`src/logic/rdc_pkg.sv`:
```
// shared constants and carriers for the rs485 uart with driver direction control
package rdc_pkg;

	// ------------------------------------------------------------
	// register offsets
	// ------------------------------------------------------------
	localparam logic [2:0] OFF_HOLD    = 3'h0;
	localparam logic [2:0] OFF_IER     = 3'h1;
	localparam logic [2:0] OFF_IIR     = 3'h2;
	localparam logic [2:0] OFF_LCR     = 3'h3;
	localparam logic [2:0] OFF_MCR     = 3'h4;
	localparam logic [2:0] OFF_LSR     = 3'h5;
	localparam logic [2:0] OFF_MSR     = 3'h6;
	localparam logic [2:0] OFF_CONFIRM = 3'h7;

	// ------------------------------------------------------------
	// field positions
	// ------------------------------------------------------------
	localparam int LCR_DIVISOR_LATCH_SELECT     = 7;
	localparam int LCR_STOP     = 2;
	localparam int MCR_DTR      = 0;
	localparam int MCR_DIR      = 1;
	localparam int MCR_AUTO     = 2;
	localparam int MCR_422      = 3;
	localparam int MCR_LOOP     = 4;
	localparam int IER_RX_AVAIL = 0;

	// ------------------------------------------------------------
	// values after reset and fixed answers
	// ------------------------------------------------------------
	localparam logic [7:0] LCR_RST     = 8'h03;
	localparam logic [7:0] MCR_RST     = 8'h00;
	localparam logic [7:0] DIV_LO_RST  = 8'h0C;
	localparam logic [7:0] DIV_HI_RST  = 8'h00;
	localparam logic [7:0] MCR_MASK    = 8'h1F;
	localparam logic [7:0] IIR_NONE    = 8'h01;
	localparam logic [7:0] IIR_RX_DATA = 8'h04;
	localparam logic [7:0] MSR_VALUE   = 8'h00;

	// ------------------------------------------------------------
	// timing
	// ------------------------------------------------------------
	localparam real        REF_MHZ     = 1.8432;
	localparam logic [3:0] OVS_LAST    = 4'hF;
	localparam logic [3:0] OVS_MID     = 4'h7;
	localparam logic [7:0] OVS_FACTOR  = 8'h10;

	// ------------------------------------------------------------
	// carriers
	// ------------------------------------------------------------
	typedef struct packed {
		logic       wr;
		logic       rd;
		logic [2:0] addr;
		logic [7:0] wdata;
	} rdc_bus_req_t;

	typedef struct packed {
		logic txd;
		logic drv_en;
		logic dtr;
		logic mode_422;
	} rdc_line_t;

endpackage : rdc_pkg

```
`src/logic/rdc_baud.sv`:
```
// sixteen-times oversampling tick from the reference clock edges
module rdc_baud import rdc_pkg::*; (
	input  wire logic        i_clk,
	input  wire logic        i_rst_b,
	input  wire logic        i_ref_rise,
	input  wire logic [15:0] i_divisor,
	output logic             o_tick16
);
	typedef struct packed {
		logic [15:0] cnt;
		logic        tick;
	} rdc_baud_st_t;

	rdc_baud_st_t st_r;
	rdc_baud_st_t st_nxt;

	// a divisor of zero wraps and acts as 65536; a smaller divisor takes hold at once
	always_comb begin
		st_nxt      = st_r;
		st_nxt.tick = 1'b0;
		if (i_ref_rise) begin
			if (st_r.cnt >= i_divisor - 16'h0001) begin
				st_nxt.cnt  = 16'h0000;
				st_nxt.tick = 1'b1;
			end else begin
				st_nxt.cnt = st_r.cnt + 16'h0001;
			end
		end
	end

	always_ff @(posedge i_clk or negedge i_rst_b) begin
		if (!i_rst_b) begin
			st_r <= '0;
		end else begin
			st_r <= st_nxt;
		end
	end

	assign o_tick16 = st_r.tick;
endmodule : rdc_baud

```
`src/logic/rdc_rx.sv`:
```
// serial receiver, mid-bit sampling on the oversampling tick
module rdc_rx import rdc_pkg::*; (
	input  wire logic       i_clk,
	input  wire logic       i_rst_b,
	input  wire logic       i_tick16,
	input  wire logic       i_rxd,
	input  wire logic       i_halt,
	input  wire logic [1:0] i_len_code,
	output logic            o_valid,
	output logic [7:0]      o_data
);
	typedef struct packed {
		logic       active;
		logic [3:0] ovs;
		logic [3:0] bit_idx;
		logic [7:0] data;
		logic       valid;
	} rdc_rx_st_t;

	rdc_rx_st_t st_r;
	rdc_rx_st_t st_nxt;
	logic [3:0] last_idx;

	// index 0 start, 1..len data, len+1 stop
	assign last_idx = 4'(i_len_code) + 4'h6;

	always_comb begin
		st_nxt       = st_r;
		st_nxt.valid = 1'b0;
		if (i_halt) begin
			st_nxt.active = 1'b0;
		end else if (i_tick16) begin
			if (!st_r.active) begin
				if (!i_rxd) begin
					st_nxt.active  = 1'b1;
					st_nxt.ovs     = 4'h0;
					st_nxt.bit_idx = 4'h0;
				end
			end else begin
				st_nxt.ovs = st_r.ovs + 4'h1;
				if (st_r.ovs == OVS_MID) begin
					if (st_r.bit_idx == 4'h0 && i_rxd) begin
						st_nxt.active = 1'b0;
					end else if (st_r.bit_idx == last_idx) begin
						st_nxt.active = 1'b0;
						st_nxt.valid  = i_rxd;
					end else if (st_r.bit_idx != 4'h0) begin
						st_nxt.data = {i_rxd, st_r.data[7:1]};
					end
				end
				if (st_r.ovs == OVS_LAST) begin
					st_nxt.bit_idx = st_r.bit_idx + 4'h1;
				end
			end
		end
	end

	always_ff @(posedge i_clk or negedge i_rst_b) begin
		if (!i_rst_b) begin
			st_r <= '0;
		end else begin
			st_r <= st_nxt;
		end
	end

	// short characters arrive in the top bits; align them to bit 0
	assign o_valid = st_r.valid;
	assign o_data  = st_r.data >> (2'h3 - i_len_code);
endmodule : rdc_rx

```
`src/logic/rdc_uart.sv`:
```
// byte register uart with manual or automatic rs485 driver direction
// ------------------------------------------------------------
// Notes on behaviour
// - each register is one byte at its own offset, byte accesses only.
// - line control bit 7 swaps offsets 0 and 1 to the divisor.
// - with that bit set, offset 0 writes divisor low, offset 1 high.
// - bit timing derives from the 1.8432 MHz reference through the divisor.
// - divisor 1, 2, 12, 96 give 115200, 57600, 9600, 1200 baud.
// - line control bits 1:0 hold character length minus five.
// - line control bit 2 clear sends one stop bit, set sends two.
// - modem control bit 0 drives the terminal ready output.
// - manual mode, modem control bit 1 high enables the driver.
// - modem control bit 2 high makes direction follow the transmit buffer.
// - bit 3 selects rs422; writing it one clears bit 2.
// - bit 4 enables internal loopback; bits 5 to 7 unused.
// - line status bit 0 high while a received byte waits.
// - line status bit 5 high while the holding register is empty.
// - offset 2 reads 0x04 with data waiting and interrupt enable bit 0 set, else 0x01.
// - automatic driver stays on one character time after the last byte.
// - rs485 shares one pair, so reception is blanked while driving.
// ------------------------------------------------------------
module rdc_uart import rdc_pkg::*; (
	input  wire logic         i_clk,
	input  wire logic         i_rst_b,
	input  wire rdc_bus_req_t i_bus,
	output logic [7:0]        o_rdata,
	input  wire logic         i_ref_clk,
	input  wire logic         i_rxd,
	output rdc_line_t         o_line
);
	// ------------------------------------------------------------
	// state
	// ------------------------------------------------------------
	typedef struct packed {
		logic [7:0]  lcr;
		logic [7:0]  mcr;
		logic [7:0]  ier;
		logic [7:0]  confirm;
		logic [7:0]  div_lo;
		logic [7:0]  div_hi;
		logic [7:0]  rbr;
		logic        rx_full;
		logic [7:0]  thr;
		logic        thr_full;
		logic        busy;
		logic [10:0] shift;
		logic [3:0]  bits_left;
		logic [3:0]  ovs;
		logic [7:0]  hold_cnt;
		logic        drv;
		logic [7:0]  rdata;
		logic [1:0]  rx_sync;
		logic [1:0]  ref_sync;
		logic        ref_prev;
	} rdc_core_t;

	rdc_core_t  st_r;
	rdc_core_t  st_nxt;
	logic       tick16;
	logic       rx_valid;
	logic [7:0] rx_data;
	logic       divisor_latch_select;
	logic       ref_rise;
	logic       rx_in;
	logic [3:0] frame_bits;
	logic [7:0] len_mask;
	logic [7:0] lsr;
	logic [7:0] iir;
	logic       auto_on;
	logic       wr_hold;
	logic       rd_hold;

	assign divisor_latch_select       = st_r.lcr[LCR_DIVISOR_LATCH_SELECT];
	assign ref_rise   = st_r.ref_sync[1] & ~st_r.ref_prev;
	assign frame_bits = 4'(st_r.lcr[1:0]) + 4'h7 + 4'(st_r.lcr[LCR_STOP]);
	assign len_mask   = 8'hFF >> (2'h3 - st_r.lcr[1:0]);
	assign wr_hold    = i_bus.wr && i_bus.addr == OFF_HOLD && !divisor_latch_select;
	assign rd_hold    = i_bus.rd && i_bus.addr == OFF_HOLD && !divisor_latch_select;
	assign lsr        = {1'b0, !st_r.thr_full && !st_r.busy, !st_r.thr_full,
		4'h0, st_r.rx_full};
	assign iir        = (st_r.rx_full && st_r.ier[IER_RX_AVAIL]) ? IIR_RX_DATA : IIR_NONE;
	assign auto_on    = st_r.busy || st_r.thr_full || st_r.hold_cnt != 8'h00;

	// loopback feeds the transmitter back; rs485 blanks our own echo
	always_comb begin
		if (st_r.mcr[MCR_LOOP]) begin
			rx_in = st_r.shift[0];
		end else if (!st_r.mcr[MCR_422] && st_r.drv) begin
			rx_in = 1'b1;
		end else begin
			rx_in = st_r.rx_sync[1];
		end
	end

	// ------------------------------------------------------------
	// baud generator and receiver
	// ------------------------------------------------------------
	rdc_baud u_baud (
		.i_clk      (i_clk),
		.i_rst_b    (i_rst_b),
		.i_ref_rise (ref_rise),
		.i_divisor  ({st_r.div_hi, st_r.div_lo}),
		.o_tick16   (tick16)
	);

	rdc_rx u_rx (
		.i_clk      (i_clk),
		.i_rst_b    (i_rst_b),
		.i_tick16   (tick16),
		.i_rxd      (rx_in),
		.i_halt     (divisor_latch_select),
		.i_len_code (st_r.lcr[1:0]),
		.o_valid    (rx_valid),
		.o_data     (rx_data)
	);

	// ------------------------------------------------------------
	// next state
	// ------------------------------------------------------------
	always_comb begin
		st_nxt          = st_r;
		st_nxt.rx_sync  = {st_r.rx_sync[0], i_rxd};
		st_nxt.ref_sync = {st_r.ref_sync[0], i_ref_clk};
		st_nxt.ref_prev = st_r.ref_sync[1];

		// register writes, one byte each
		if (i_bus.wr) begin
			unique case (i_bus.addr)
				OFF_HOLD: begin
					if (divisor_latch_select) begin
						st_nxt.div_lo = i_bus.wdata;
					end else begin
						st_nxt.thr      = i_bus.wdata;
						st_nxt.thr_full = 1'b1;
					end
				end
				OFF_IER: begin
					if (divisor_latch_select) begin
						st_nxt.div_hi = i_bus.wdata;
					end else begin
						st_nxt.ier = i_bus.wdata;
					end
				end
				OFF_LCR: st_nxt.lcr = i_bus.wdata;
				OFF_MCR: begin
					st_nxt.mcr = i_bus.wdata & MCR_MASK;
					if (i_bus.wdata[MCR_422]) begin
						st_nxt.mcr[MCR_AUTO] = 1'b0;
					end
				end
				OFF_CONFIRM: st_nxt.confirm = i_bus.wdata;
				OFF_IIR, OFF_LSR, OFF_MSR: ;
			endcase
		end

		// register reads; offset 0 pops the receive byte unless divisor select is set
		if (i_bus.rd) begin
			unique case (i_bus.addr)
				OFF_HOLD:    st_nxt.rdata = divisor_latch_select ? st_r.div_lo : st_r.rbr;
				OFF_IER:     st_nxt.rdata = divisor_latch_select ? st_r.div_hi : 8'h00;
				OFF_IIR:     st_nxt.rdata = iir;
				OFF_LCR:     st_nxt.rdata = st_r.lcr;
				OFF_MCR:     st_nxt.rdata = st_r.mcr;
				OFF_LSR:     st_nxt.rdata = lsr;
				OFF_MSR:     st_nxt.rdata = MSR_VALUE;
				OFF_CONFIRM: st_nxt.rdata = st_r.confirm;
			endcase
		end
		if (rd_hold) begin
			st_nxt.rx_full = 1'b0;
		end
		// a byte landing in the same cycle as the pop is kept
		if (rx_valid) begin
			st_nxt.rbr     = rx_data;
			st_nxt.rx_full = 1'b1;
		end

		// transmitter: start, data, one or two stop bits
		if (!st_r.busy && st_r.thr_full && !divisor_latch_select && !wr_hold) begin
			st_nxt.busy      = 1'b1;
			st_nxt.thr_full  = 1'b0;
			st_nxt.shift     = {2'b11, st_r.thr | ~len_mask, 1'b0};
			st_nxt.bits_left = frame_bits;
			st_nxt.ovs       = 4'h0;
		end else if (st_r.busy && tick16) begin
			st_nxt.ovs = st_r.ovs + 4'h1;
			if (st_r.ovs == OVS_LAST) begin
				st_nxt.shift     = {1'b1, st_r.shift[10:1]};
				st_nxt.bits_left = st_r.bits_left - 4'h1;
				if (st_r.bits_left == 4'h1) begin
					st_nxt.busy = 1'b0;
				end
			end
		end

		// driver tail: one whole character of ticks after the shifter drains
		if (st_r.busy || st_r.thr_full) begin
			st_nxt.hold_cnt = 8'(frame_bits) * OVS_FACTOR;
		end else if (tick16 && st_r.hold_cnt != 8'h00) begin
			st_nxt.hold_cnt = st_r.hold_cnt - 8'h01;
		end

		// direction select; rs422 has its own pair so the driver stays on
		if (st_nxt.mcr[MCR_LOOP]) begin
			st_nxt.drv = 1'b0;
		end else if (st_nxt.mcr[MCR_422]) begin
			st_nxt.drv = 1'b1;
		end else if (st_nxt.mcr[MCR_AUTO]) begin
			st_nxt.drv = st_nxt.busy || st_nxt.thr_full || st_nxt.hold_cnt != 8'h00;
		end else begin
			st_nxt.drv = st_nxt.mcr[MCR_DIR];
		end
	end

	always_ff @(posedge i_clk or negedge i_rst_b) begin
		if (!i_rst_b) begin
			st_r        <= '0;
			st_r.lcr    <= LCR_RST;
			st_r.mcr    <= MCR_RST;
			st_r.div_lo <= DIV_LO_RST;
			st_r.div_hi <= DIV_HI_RST;
			st_r.shift  <= '1;
			st_r.rx_sync <= '1;
		end else begin
			st_r <= st_nxt;
		end
	end

	// ------------------------------------------------------------
	// outputs
	// ------------------------------------------------------------
	// loopback keeps the line idle so self test disturbs nobody
	assign o_rdata         = st_r.rdata;
	assign o_line.txd      = st_r.shift[0] | st_r.mcr[MCR_LOOP];
	assign o_line.drv_en   = st_r.drv;
	assign o_line.dtr      = st_r.mcr[MCR_DTR];
	assign o_line.mode_422 = st_r.mcr[MCR_422];
endmodule : rdc_uart

```
`config.mk`:
```
export PLATFORM = sky130hd
export DESIGN_NAME = rdc_uart
export DESIGN_NICKNAME = d
export VERILOG_FILES = /design/src/logic/rdc_pkg.sv /design/src/logic/rdc_baud.sv /design/src/logic/rdc_rx.sv /design/src/logic/rdc_uart.sv
export SDC_FILE = /design/constraint.sdc
export NUM_CORES = 1
export LEC_CHECK = 0
export BUFFER_PORTS_ARGS = -buffer_cell sky130_fd_sc_hd__buf_2
export CORE_UTILIZATION = 35
export CTS_BUF_LIST = sky130_fd_sc_hd__clkbuf_4 sky130_fd_sc_hd__clkbuf_8
export DETAILED_ROUTE_END_ITERATION = 10
export PLACE_DENSITY = 0.5
export SLEW_MARGIN = 10
export SYNTH_ARGS = -nofsm -noshare
export SYNTH_HDL_FRONTEND = slang
export SYNTH_SLANG_ARGS = --single-unit
```
`constraint.sdc`:
```
create_clock -name i_clk -period 3.8 [get_ports i_clk]
set_input_delay 0.76 -clock i_clk [delete_from_list [all_inputs] [get_ports i_clk]]
set_output_delay 0.76 -clock i_clk [all_outputs]
set_load 0.01 [all_outputs]
```
==> results of run 1 <==
sequential cells by signal, indices dropped and copies added (netlist names):
signal,cells
divisor_latch_select,1
lsr,1
st_nxt,3
st_r,82
u_rx.st_r,17
u_baud.st_r,16
u_baud.o_tick16,1
o_line,3
u_rx.o_valid,1
o_rdata,8
how the worst max path moves through the flow:
stage,to,slack [ps],depth (start not counted)
2_1_floorplan,u_baud.st_r[14],770,13
4_1_cts,u_baud.st_r[7],700,13
6_report,u_baud.st_r[14],690,13
3_3_place_gp,u_baud.st_r[6],840,13
3_5_place_dp,u_baud.st_r[7],700,13
5_1_grt,u_baud.st_r[6],330,13
power groups by stage:
| stage | sequential (W) | clock (W) | combinational [W] |
|---|---|---|---|
| global route | 0.00199 | 0.00127 | 0.00106 |
| finish | 0.00195 | 0.00116 | 0.000917 |
| detailed placement | 0.00198 | 0 | 0.000927 |
| CTS | 0.00195 | 0.00121 | 0.000931 |
| global placement | 0.00196 | 0 | 0.000895 |
| floorplan | 0.00188 | 0 | 0.000733 |
kinds of logic after synthesis:
family / count (synthesis) / share of synthesized area (%)
buffers and inverters: 55 / 3.560
and+or+nand+nor: 216 / 14.94
AOI/OAI and AO/OA: 120 / 10.70
xor gates and xnor gates: 37 / 4.633
muxes: 85 / 13.27
adders and majority gates: 28 / 5.009
DFF: 133 / 47.89
worst max-delay path, stage by stage, from the launching register on:
cell	delay, ps
sky130_fd_sc_hd__dfrtp_1	440
sky130_fd_sc_hd__nor3_1	320
sky130_fd_sc_hd__nand3_1	230
sky130_fd_sc_hd__or3_1	390
sky130_fd_sc_hd__nor3_1	200
sky130_fd_sc_hd__xnor2_1	150
sky130_fd_sc_hd__ha_1	280
sky130_fd_sc_hd__a21oi_1	140
sky130_fd_sc_hd__o21a_1	160
sky130_fd_sc_hd__nand3_1	80
sky130_fd_sc_hd__a41oi_1	250
sky130_fd_sc_hd__nor3_1	80
sky130_fd_sc_hd__buf_4	190
sky130_fd_sc_hd__nor2_1	110
metal layers:
layer	share of wire [%]	routed length, um
met1	47	7499
met2	48	7634
met5	0.063	10
met4	0.89	141
met3	4.0	631
placed cells by master, fill, tap and decap left out, types with 4 or more instances in the layout:
cell type / synthesis / layout
sky130_fd_sc_hd__nand2b_1: 8 / 8
sky130_fd_sc_hd__nor3_1: 20 / 20
sky130_fd_sc_hd__dfstp_2: 17 / 17
sky130_fd_sc_hd__nor2b_1: 11 / 11
sky130_fd_sc_hd__nand4_1: 6 / 6
sky130_fd_sc_hd__clkbuf_8: 0 / 19
sky130_fd_sc_hd__a21oi_1: 30 / 30
sky130_fd_sc_hd__inv_1: 17 / 17
sky130_fd_sc_hd__ha_1: 28 / 28
sky130_fd_sc_hd__dfrtp_1: 116 / 116
sky130_fd_sc_hd__o22ai_1: 5 / 5
sky130_fd_sc_hd__mux2_2: 62 / 62
sky130_fd_sc_hd__buf_4: 11 / 5
sky130_fd_sc_hd__and3_1: 11 / 11
sky130_fd_sc_hd__a31oi_1: 11 / 11
sky130_fd_sc_hd__clkinv_4: 0 / 4
sky130_fd_sc_hd__xor2_1: 21 / 21
sky130_fd_sc_hd__nor2_1: 47 / 47
sky130_fd_sc_hd__o211ai_1: 8 / 8
sky130_fd_sc_hd__nand2_1: 71 / 71
sky130_fd_sc_hd__nand3_1: 17 / 17
sky130_fd_sc_hd__mux2i_1: 23 / 23
sky130_fd_sc_hd__buf_2: 1 / 27
sky130_fd_sc_hd__o21ai_0: 35 / 35
sky130_fd_sc_hd__clkinvlp_4: 0 / 4
sky130_fd_sc_hd__xnor2_1: 16 / 16
cell type report:
type                       instances  area (um^2)
tap                              265        331.6
multi-input combinational        486         3396
timing repair buffer              34        203.9
fill                            1962        11790
clock inverter                    12        121.4
sequential                       133         3349
inverter                          18        67.56
clock buffer                      20        269.0
per-stage QoR:
stage | utilization [%] | std cells | hold slack [ps]
after floorplan | - | 674 | 331.2
after global placement | 37.63 | 936 | 333.8
after detailed placement | 37.63 | 936 | 336.4
after CTS | 39.63 | 968 | 354.1
after global routing | 39.63 | 968 | 359.5
final | 39.63 | 968 | 351.3
==> results.txt, run 1 <==
- Setup repair after global routing left no endpoint under its margin.
* Dpl ws: 703.3 ps
- The worst pin sits at a relative slew slack of 35.68%.
- DRT iter0 DRCs: 311
* Main synth FF type: sky130_fd_sc_hd__dfrtp_1
* Clock sink count: 133
- Number of buffers created by CTS: 17
- Synth Instances: 674
- Worst IR drop on VDD: 0.2219 mV
* Data arrival time of the worst path: 3480 ps
- Fraction of layout instances using a drive strength above 1: 21.34%
- The clock passes through at most 2 buffers.
- In this run, synthesis inferred 0 flip-flops with an integrated enable.
- Clock edge transition at the registers on the reported setup and hold paths: 90 ps
* Antenna violations before repair: 1
- Finish-stage setup viols: 0
- Core area: 0.01953 mm^2
- Min Clock Period, post-route: 3106 ps
* Launch point of the critical path: st_r[72]
- Across the run, the number of max-cap violations was 0.
* Total power draw: 0.004028 W
- Net Count, Synth: 719
* Share of the clock period used by the worst path: 81.75%
- Power share of the sequential group: 48.5%
* End of the worst register-to-register path: u_baud.st_r[14]
* Most common library cells after synthesis: sky130_fd_sc_hd__dfrtp_1 (116), sky130_fd_sc_hd__nand2_1 (71), sky130_fd_sc_hd__mux2_2 (62)
* Setup repair bufs after CTS: 0
- Synthesized area: 0.006994 mm^2
- The die covers 0.02055 mm^2.
- Worst hold-check path type: input port to asynchronous set/reset pin
- Number of distinct standard cells referenced by the synthesized netlist: 58
- DP HPWL: 11280 um
- Insertion delay to the later sink of the worst-skew pair: 450 ps
- Weighted congestion at the end of routability-driven global placement: 0.8573
- The first global-routing pass estimated 26230 um of wire.
- Across every metal layer, demand over resource in global routing totals 16.81%.
- Length of the first detailed-routing pass in iterations: 5
- For the worst flop-to-flop path, the logic depth is 13.
* Ys async rst share: 100.0%
- Avg Vias per Cell: 5.118
- Power Internal: 0.002705 W
- Setup slack on the critical path of the routed design comes to 693.6 ps.
- The floorplan step set the die width to 143.4 um.
- The floorplan has 51 rows.
- Number of buffers inserted for hold repair after clock tree synthesis: 0
- Global-route track usage on met2: 26.67%
- Relative area change from synthesis to final layout: 10.64%
* Fraction of power spent switching nets: 32.85%
- Count of endpoints failing hold in the final timing report: 0
- After detailed routing, the number of remaining DRC violations is 0.
- In this run the remaining antenna-violating nets after routing total 0.
- Leading post-synthesis cells by cell area: sky130_fd_sc_hd__dfrtp_1 (42%), sky130_fd_sc_hd__mux2_2 (10%), sky130_fd_sc_hd__dfstp_2 (6.4%)
* Endpoint kind of the worst setup timing path: flip-flop
- Entering global routing, the biggest net connects 94 pins.
- FF-to-FF Start: st_r[72]
- Worst Path Max Fanout: 14
* Final slew viol count: 0
- Leakage component of the power: 3.334 nW
- Via count of the first global-routing pass: 4874
- Based on the critical path, the design can be clocked at up to 321.9 MHz.
* Highest-utilization routing layer at the global route stage: met2
- In this run the number of H-tree levels came out at 4.
- Once layout is done, the placed cells without fillers occupy 0.007739 mm^2.
- TritonCTS built the clock tree.
- Initial core utilization: 35.82%
- Once placement finished, the instance area stood at 0.007348 mm^2.
* Post-Syn Area per Cell: 10.38 um^2
* Count of buffers from port buffering: 28
- In this run the register-to-register setup slack is 690 ps.
* Fraction of synthesized cell area taken by the top area cell type: 41.50%
- Count of instances resized after the clock tree is built: 0
- In this run the clock root is driven by a sky130_fd_sc_hd__clkbuf_8.
- Count of antenna diodes in the layout: 0
- For the pin with the worst max-slew slack, the measured transition is 956.6 ps.
- By startpoint and endpoint, the worst setup path is classified as flip-flop to flip-flop.
- Combinational cells account for 22.8% of the total power.
* Status: completed
- Met1 track utilization from global routing: 22.59%
- The worst setup path is launched from a flip-flop.
- Vias post-DR: 4954
* Required time at the worst-slack endpoint: 4170 ps
- For this run the aggregate overflow at the end of global routing stands at 0.
* Setup TNS: 0 ps
* Routed wire length per instance: 16.44 um
- Yosys printed 0 warnings.
- The synthesized design contains 133 register bits.
- Floorplan die height: 143.4 um
- On the final layout, the worst clock skew is 15.55 ps.
- The clock network accounts for 28.8% of the total power.
- For met3 alone, demand over resource in global routing was 4.232%.
- After synthesis, flip-flops and latches occupy 47.89% of the total area.
- In this run the power density over the cells is 520.5 mW/mm^2.
* Switching power: 0.001323 W
* Most frequent cell after synthesis: sky130_fd_sc_hd__dfrtp_1
- Wire length after detailed routing: 15920 um
* Top cell type by total area after synthesis: sky130_fd_sc_hd__dfrtp_1
- At the end of the flow, the number of nets in the layout was 735.
- 29 I/O pins were placed.
(Power assumes the default switching activity.)
==> run 2: changes to the inputs <==
--- a/config.mk
+++ b/config.mk
@@ -5,6 +5,7 @@
 export SDC_FILE = /design/constraint.sdc
 export NUM_CORES = 1
 export LEC_CHECK = 0
+export ABC_AREA = 1
 export BUFFER_PORTS_ARGS = -buffer_cell sky130_fd_sc_hd__buf_2
 export CORE_UTILIZATION = 35
 export CTS_BUF_LIST = sky130_fd_sc_hd__clkbuf_4 sky130_fd_sc_hd__clkbuf_8
==> constraint.sdc (replaced) <==
create_clock -name i_clk -period 3 [get_ports i_clk]
set_input_delay 0.6 -clock i_clk [delete_from_list [all_inputs] [get_ports i_clk]]
set_output_delay 0.6 -clock i_clk [all_outputs]
set_load 0.01 [all_outputs]
==> results.txt, run 2 <==
- Ranked by instance count, the synthesized netlist is headed by sky130_fd_sc_hd__nand2_1 (197), sky130_fd_sc_hd__dfrtp_1 (116), sky130_fd_sc_hd__inv_1 (102).
- Number of synthesis warnings: 0
- The worst setup path is captured at a flip-flop.
- Measured against its own limit, the worst slew margin works out to 55.19%.
- At the later pin of the worst-skew pair, clock insertion delay measures 440 ps.
- The floorplan step set the die height to 144.3 um.
- From left edge to right edge, the die measures 144.3 um.
* Share of the clock period used by the worst path: 93.68%
* Number of buffers created by CTS: 17
- The clock tree synthesis step divided the H-tree into 4 levels.
- The path class of the tightest hold or removal check is input port to asynchronous set/reset pin.
- Setup slack closes at 189.5 ps.
- Relative area change from synthesis to final layout: 15.51%
* Finish-stage setup viols: 0
- Summed over all nets, the half-perimeter wirelength after detailed placement is 12880 um.
- After synthesis, the share of flip-flops with an asynchronous set or reset is 100.0%.
- Number of distinct standard cells referenced by the synthesized netlist: 51
- The tool flagged a number of max-cap violations equal to 0.
- Cells with a size suffix above 1 make up 17.33% of the layout.
- The number of hold buffers added after CTS was 0.
- Summed over its instances, the top area cell type makes up 40.97% of the synthesized netlist area.
- Number of register bits inferred by synthesis: 133
- Data arrival time of the worst path: 3150 ps
- Along the worst path, the maximum fanout reaches 6.
- Least-Margin Pin Slew: 669.7 ps
- Synth Instances: 845
- Initial core utilization: 36.05%
- For this run, design rule violations remaining after detail routing come to 0.
- Die Outline Area: 0.02081 mm^2
* Clock sink count: 133
* Via count of the first global-routing pass: 5285
* Final core utilization: 41.63%
- Synthesized area: 0.007084 mm^2
- The biggest area contributor in the post-synthesis netlist is sky130_fd_sc_hd__dfrtp_1.
* Count of buffers from port buffering: 28
- The most common cell in the synthesized netlist is sky130_fd_sc_hd__nand2_1.
- Routed wire length per instance: 15.13 um
* Leading cell types in the layout, fill and taps excluded: sky130_fd_sc_hd__nand2_1 (195), sky130_fd_sc_hd__dfrtp_1 (116), sky130_fd_sc_hd__inv_1 (101)
- Dpl ws: 60.17 ps
- The number of antenna violations at the first check in global routing was 0.
- After clock tree synthesis, the clock-pin slew on the worst setup and hold paths is 90 ps.
- For the worst setup path, the data required time is 3340 ps.
- Root Buffer Master: sky130_fd_sc_hd__clkbuf_8
- Length of the first detailed-routing pass in iterations: 5
* Net Count, Synth: 890
- In this run the deepest clock path goes through 2 buffers.
- The tightest hold path in the finished design has a slack of 187.4 ps.
- The worst-case IR drop observed on VDD is 0.3073 mV.
- Wire length after detailed routing: 17630 um
- GR Overflow Total: 0
* Boundary Pins: 29
- Register name with the most flops: st_r
- Using the TritonRoute via totals, the vias-per-cell ratio works out to 4.839.
- The library cell used most frequently in the layout, excluding fill and tap cells, is sky130_fd_sc_hd__nand2_1.
* Final ANT Viol Nets: 0
* Count of flip-flops with a built-in enable after synthesis: 0
- Number of core rows: 51
* Post-Syn Area per Cell: 8.384 um^2
- Entering global routing, the biggest net connects 70 pins.
- Biggest registers after layout: st_r: 82 flops, u_rx.st_r: 17 flops, u_baud.st_r: 16 flops
- Highest attainable clock frequency: 355.8 MHz
* Count of endpoints failing hold in the final timing report: 0
* Weighted congestion at the end of routability-driven global placement: 0.8662
* Category of the critical setup timing path: flip-flop to flip-flop
* Main synth FF type: sky130_fd_sc_hd__dfrtp_1
- The final-report max-slew violation count was 0.
- Wire length of the first global-routing pass: 28460 um
- For this block, the initial DRC count from the detailed router was 360.
- The worst path needs 2811 ps of the cycle, external delays included.
- For this design the static power due to leakage is 3.960 nW.
- After synthesis, the cell types taking the most area are sky130_fd_sc_hd__dfrtp_1 (41%), sky130_fd_sc_hd__nand2_1 (10%), sky130_fd_sc_hd__dfstp_2 (6.3%).
* Total GRT Usage: 18.28%
- TritonCTS clock tree: yes
* Count of antenna diodes in the layout: 0
- Setup Skew: 21.35 ps
- The filler cells instantiated in the layout total 2048.
* Vias post-DR: 5637
- Status: completed
* Seq/Total Area, Yosys: 47.28%
* Sort of element at the start of the critical path: flip-flop
* Flip-flop count of the largest register after layout: 82
- Power per cell area: 675.7 mW/mm^2
* Core area: 0.01965 mm^2
* Layout net count: 932
-- run 2: cell types whose count changed in the layout (fill, tap and decap cells not counted), sizes merged, moves of 7 or more --
cell and delta:
nor2 +17, o21ai +56, a31oi -7, mux2 -62, buf +13, xor2 -7, nand3 +28, o221ai +10
nand2 +137, nor2b -11, mux2i -22, nand2b -8, inv +93, and3 -10
-- run 2: logic make-up after synthesis --
family / Yosys count / share of synthesized area (%)
flip-flops: 133 / 47.28
buffers and inverters: 139 / 8.142
XOR/XNOR: 27 / 3.338
AO/OA/AOI/OAI: 163 / 13.32
adder cells (fa/ha/maj): 28 / 4.945
AND/OR/NAND/NOR: 354 / 22.84
multiplexers: 1 / 0.1413
-- run 2: area by class of cell --
type / instances / area [um^2] / area share [%]
Multi-Input combinational cell: 573 / 3228 / 39.45
Timing Repair Buffer: 48 / 339.1 / 4.144
Tap cell: 265 / 331.6 / 4.052
Inverter: 114 / 430.4 / 5.260
Sequential cell: 133 / 3349 / 40.93
Clock buffer: 19 / 249.0 / 3.043
Clock inverter: 13 / 255.2 / 3.119
-- run 2: worst paths after layout --
check | from | endpoint | slack (ps) | depth (start not counted)
setup / recovery | st_r[71] | u_baud.st_r[9] | 190 | 21
hold / removal | i_rst_b | st_nxt[2] | 190 | 1
setup reg to reg | st_r[71] | u_baud.st_r[9] | 190 | 21
hold reg to reg | st_nxt[2] | st_nxt[0] | 350 | 0
max in group asynchronous | i_rst_b | u_baud.st_r[7] | 2090 | 2
min in group i_clk | i_rxd | st_nxt[4] | 260 | 1
-- run 2: where the power goes --
| group | switching (W) | leakage [nW] | internal [W] |
|---|---|---|---|
| Combinational | 0.000820 | 2.05 | 0.000545 |
| Clock | 0.000727 | 0.243 | 0.00118 |
| Sequential | 0.000226 | 1.67 | 0.00203 |
-- run 2: per-stage QoR --
| stage | total power, W | TNS (ps) | cells | area (um^2) |
|---|---|---|---|---|
| 2_1_floorplan | 0.003168 | 0 | 845 | 7084 |
| 3_3_place_gp | 0.003568 | 0 | 1127 | 7546 |
| 3_5_place_dp | 0.003580 | 0 | 1127 | 7546 |
| 4_1_cts | 0.005526 | 0 | 1159 | 8050 |
| 5_1_grt | 0.005904 | -31.66 | 1165 | 8183 |
| 6_report | 0.005529 | 0 | 1165 | 8183 |
-- run 2: repair_timing --
item	4_1_cts	5_1_grt
setup buffers	0	5
endpoints found under the setup margin	0	14
resized for setup	0	14
-- run 2: worst max-delay path: stages, from the launching register on --
cell and delay, ps:
sky130_fd_sc_hd__dfstp_2 400, sky130_fd_sc_hd__nor2_1 120, sky130_fd_sc_hd__nand2_2 90, sky130_fd_sc_hd__nor3_4 200, sky130_fd_sc_hd__nand2_2 90, sky130_fd_sc_hd__nor2_4 100, sky130_fd_sc_hd__nand2_2 80, sky130_fd_sc_hd__nor3_4 140
sky130_fd_sc_hd__nand3_1 100, sky130_fd_sc_hd__xor2_1 130, sky130_fd_sc_hd__inv_1 80, sky130_fd_sc_hd__ha_4 270, sky130_fd_sc_hd__nand2_1 60, sky130_fd_sc_hd__inv_1 70, sky130_fd_sc_hd__nand3_2 70, sky130_fd_sc_hd__nor3_2 130
sky130_fd_sc_hd__nand3_1 100, sky130_fd_sc_hd__nand3_2 110, sky130_fd_sc_hd__nand2_2 60, sky130_fd_sc_hd__inv_2 130, sky130_fd_sc_hd__clkbuf_16 170, sky130_fd_sc_hd__nor3_2 40
-- run 2: metal layers --
metal | GRT usage [%] | part of all wire, % | up-vias
li1 | - | - | 2859
met1 | 27.09 | 52 | 2666
met2 | 27.03 | 43 | 102
met3 | 3.543 | 3.7 | 10
met4 | 4.765 | 0.90 | 0
met5 | 0 | 0 | -
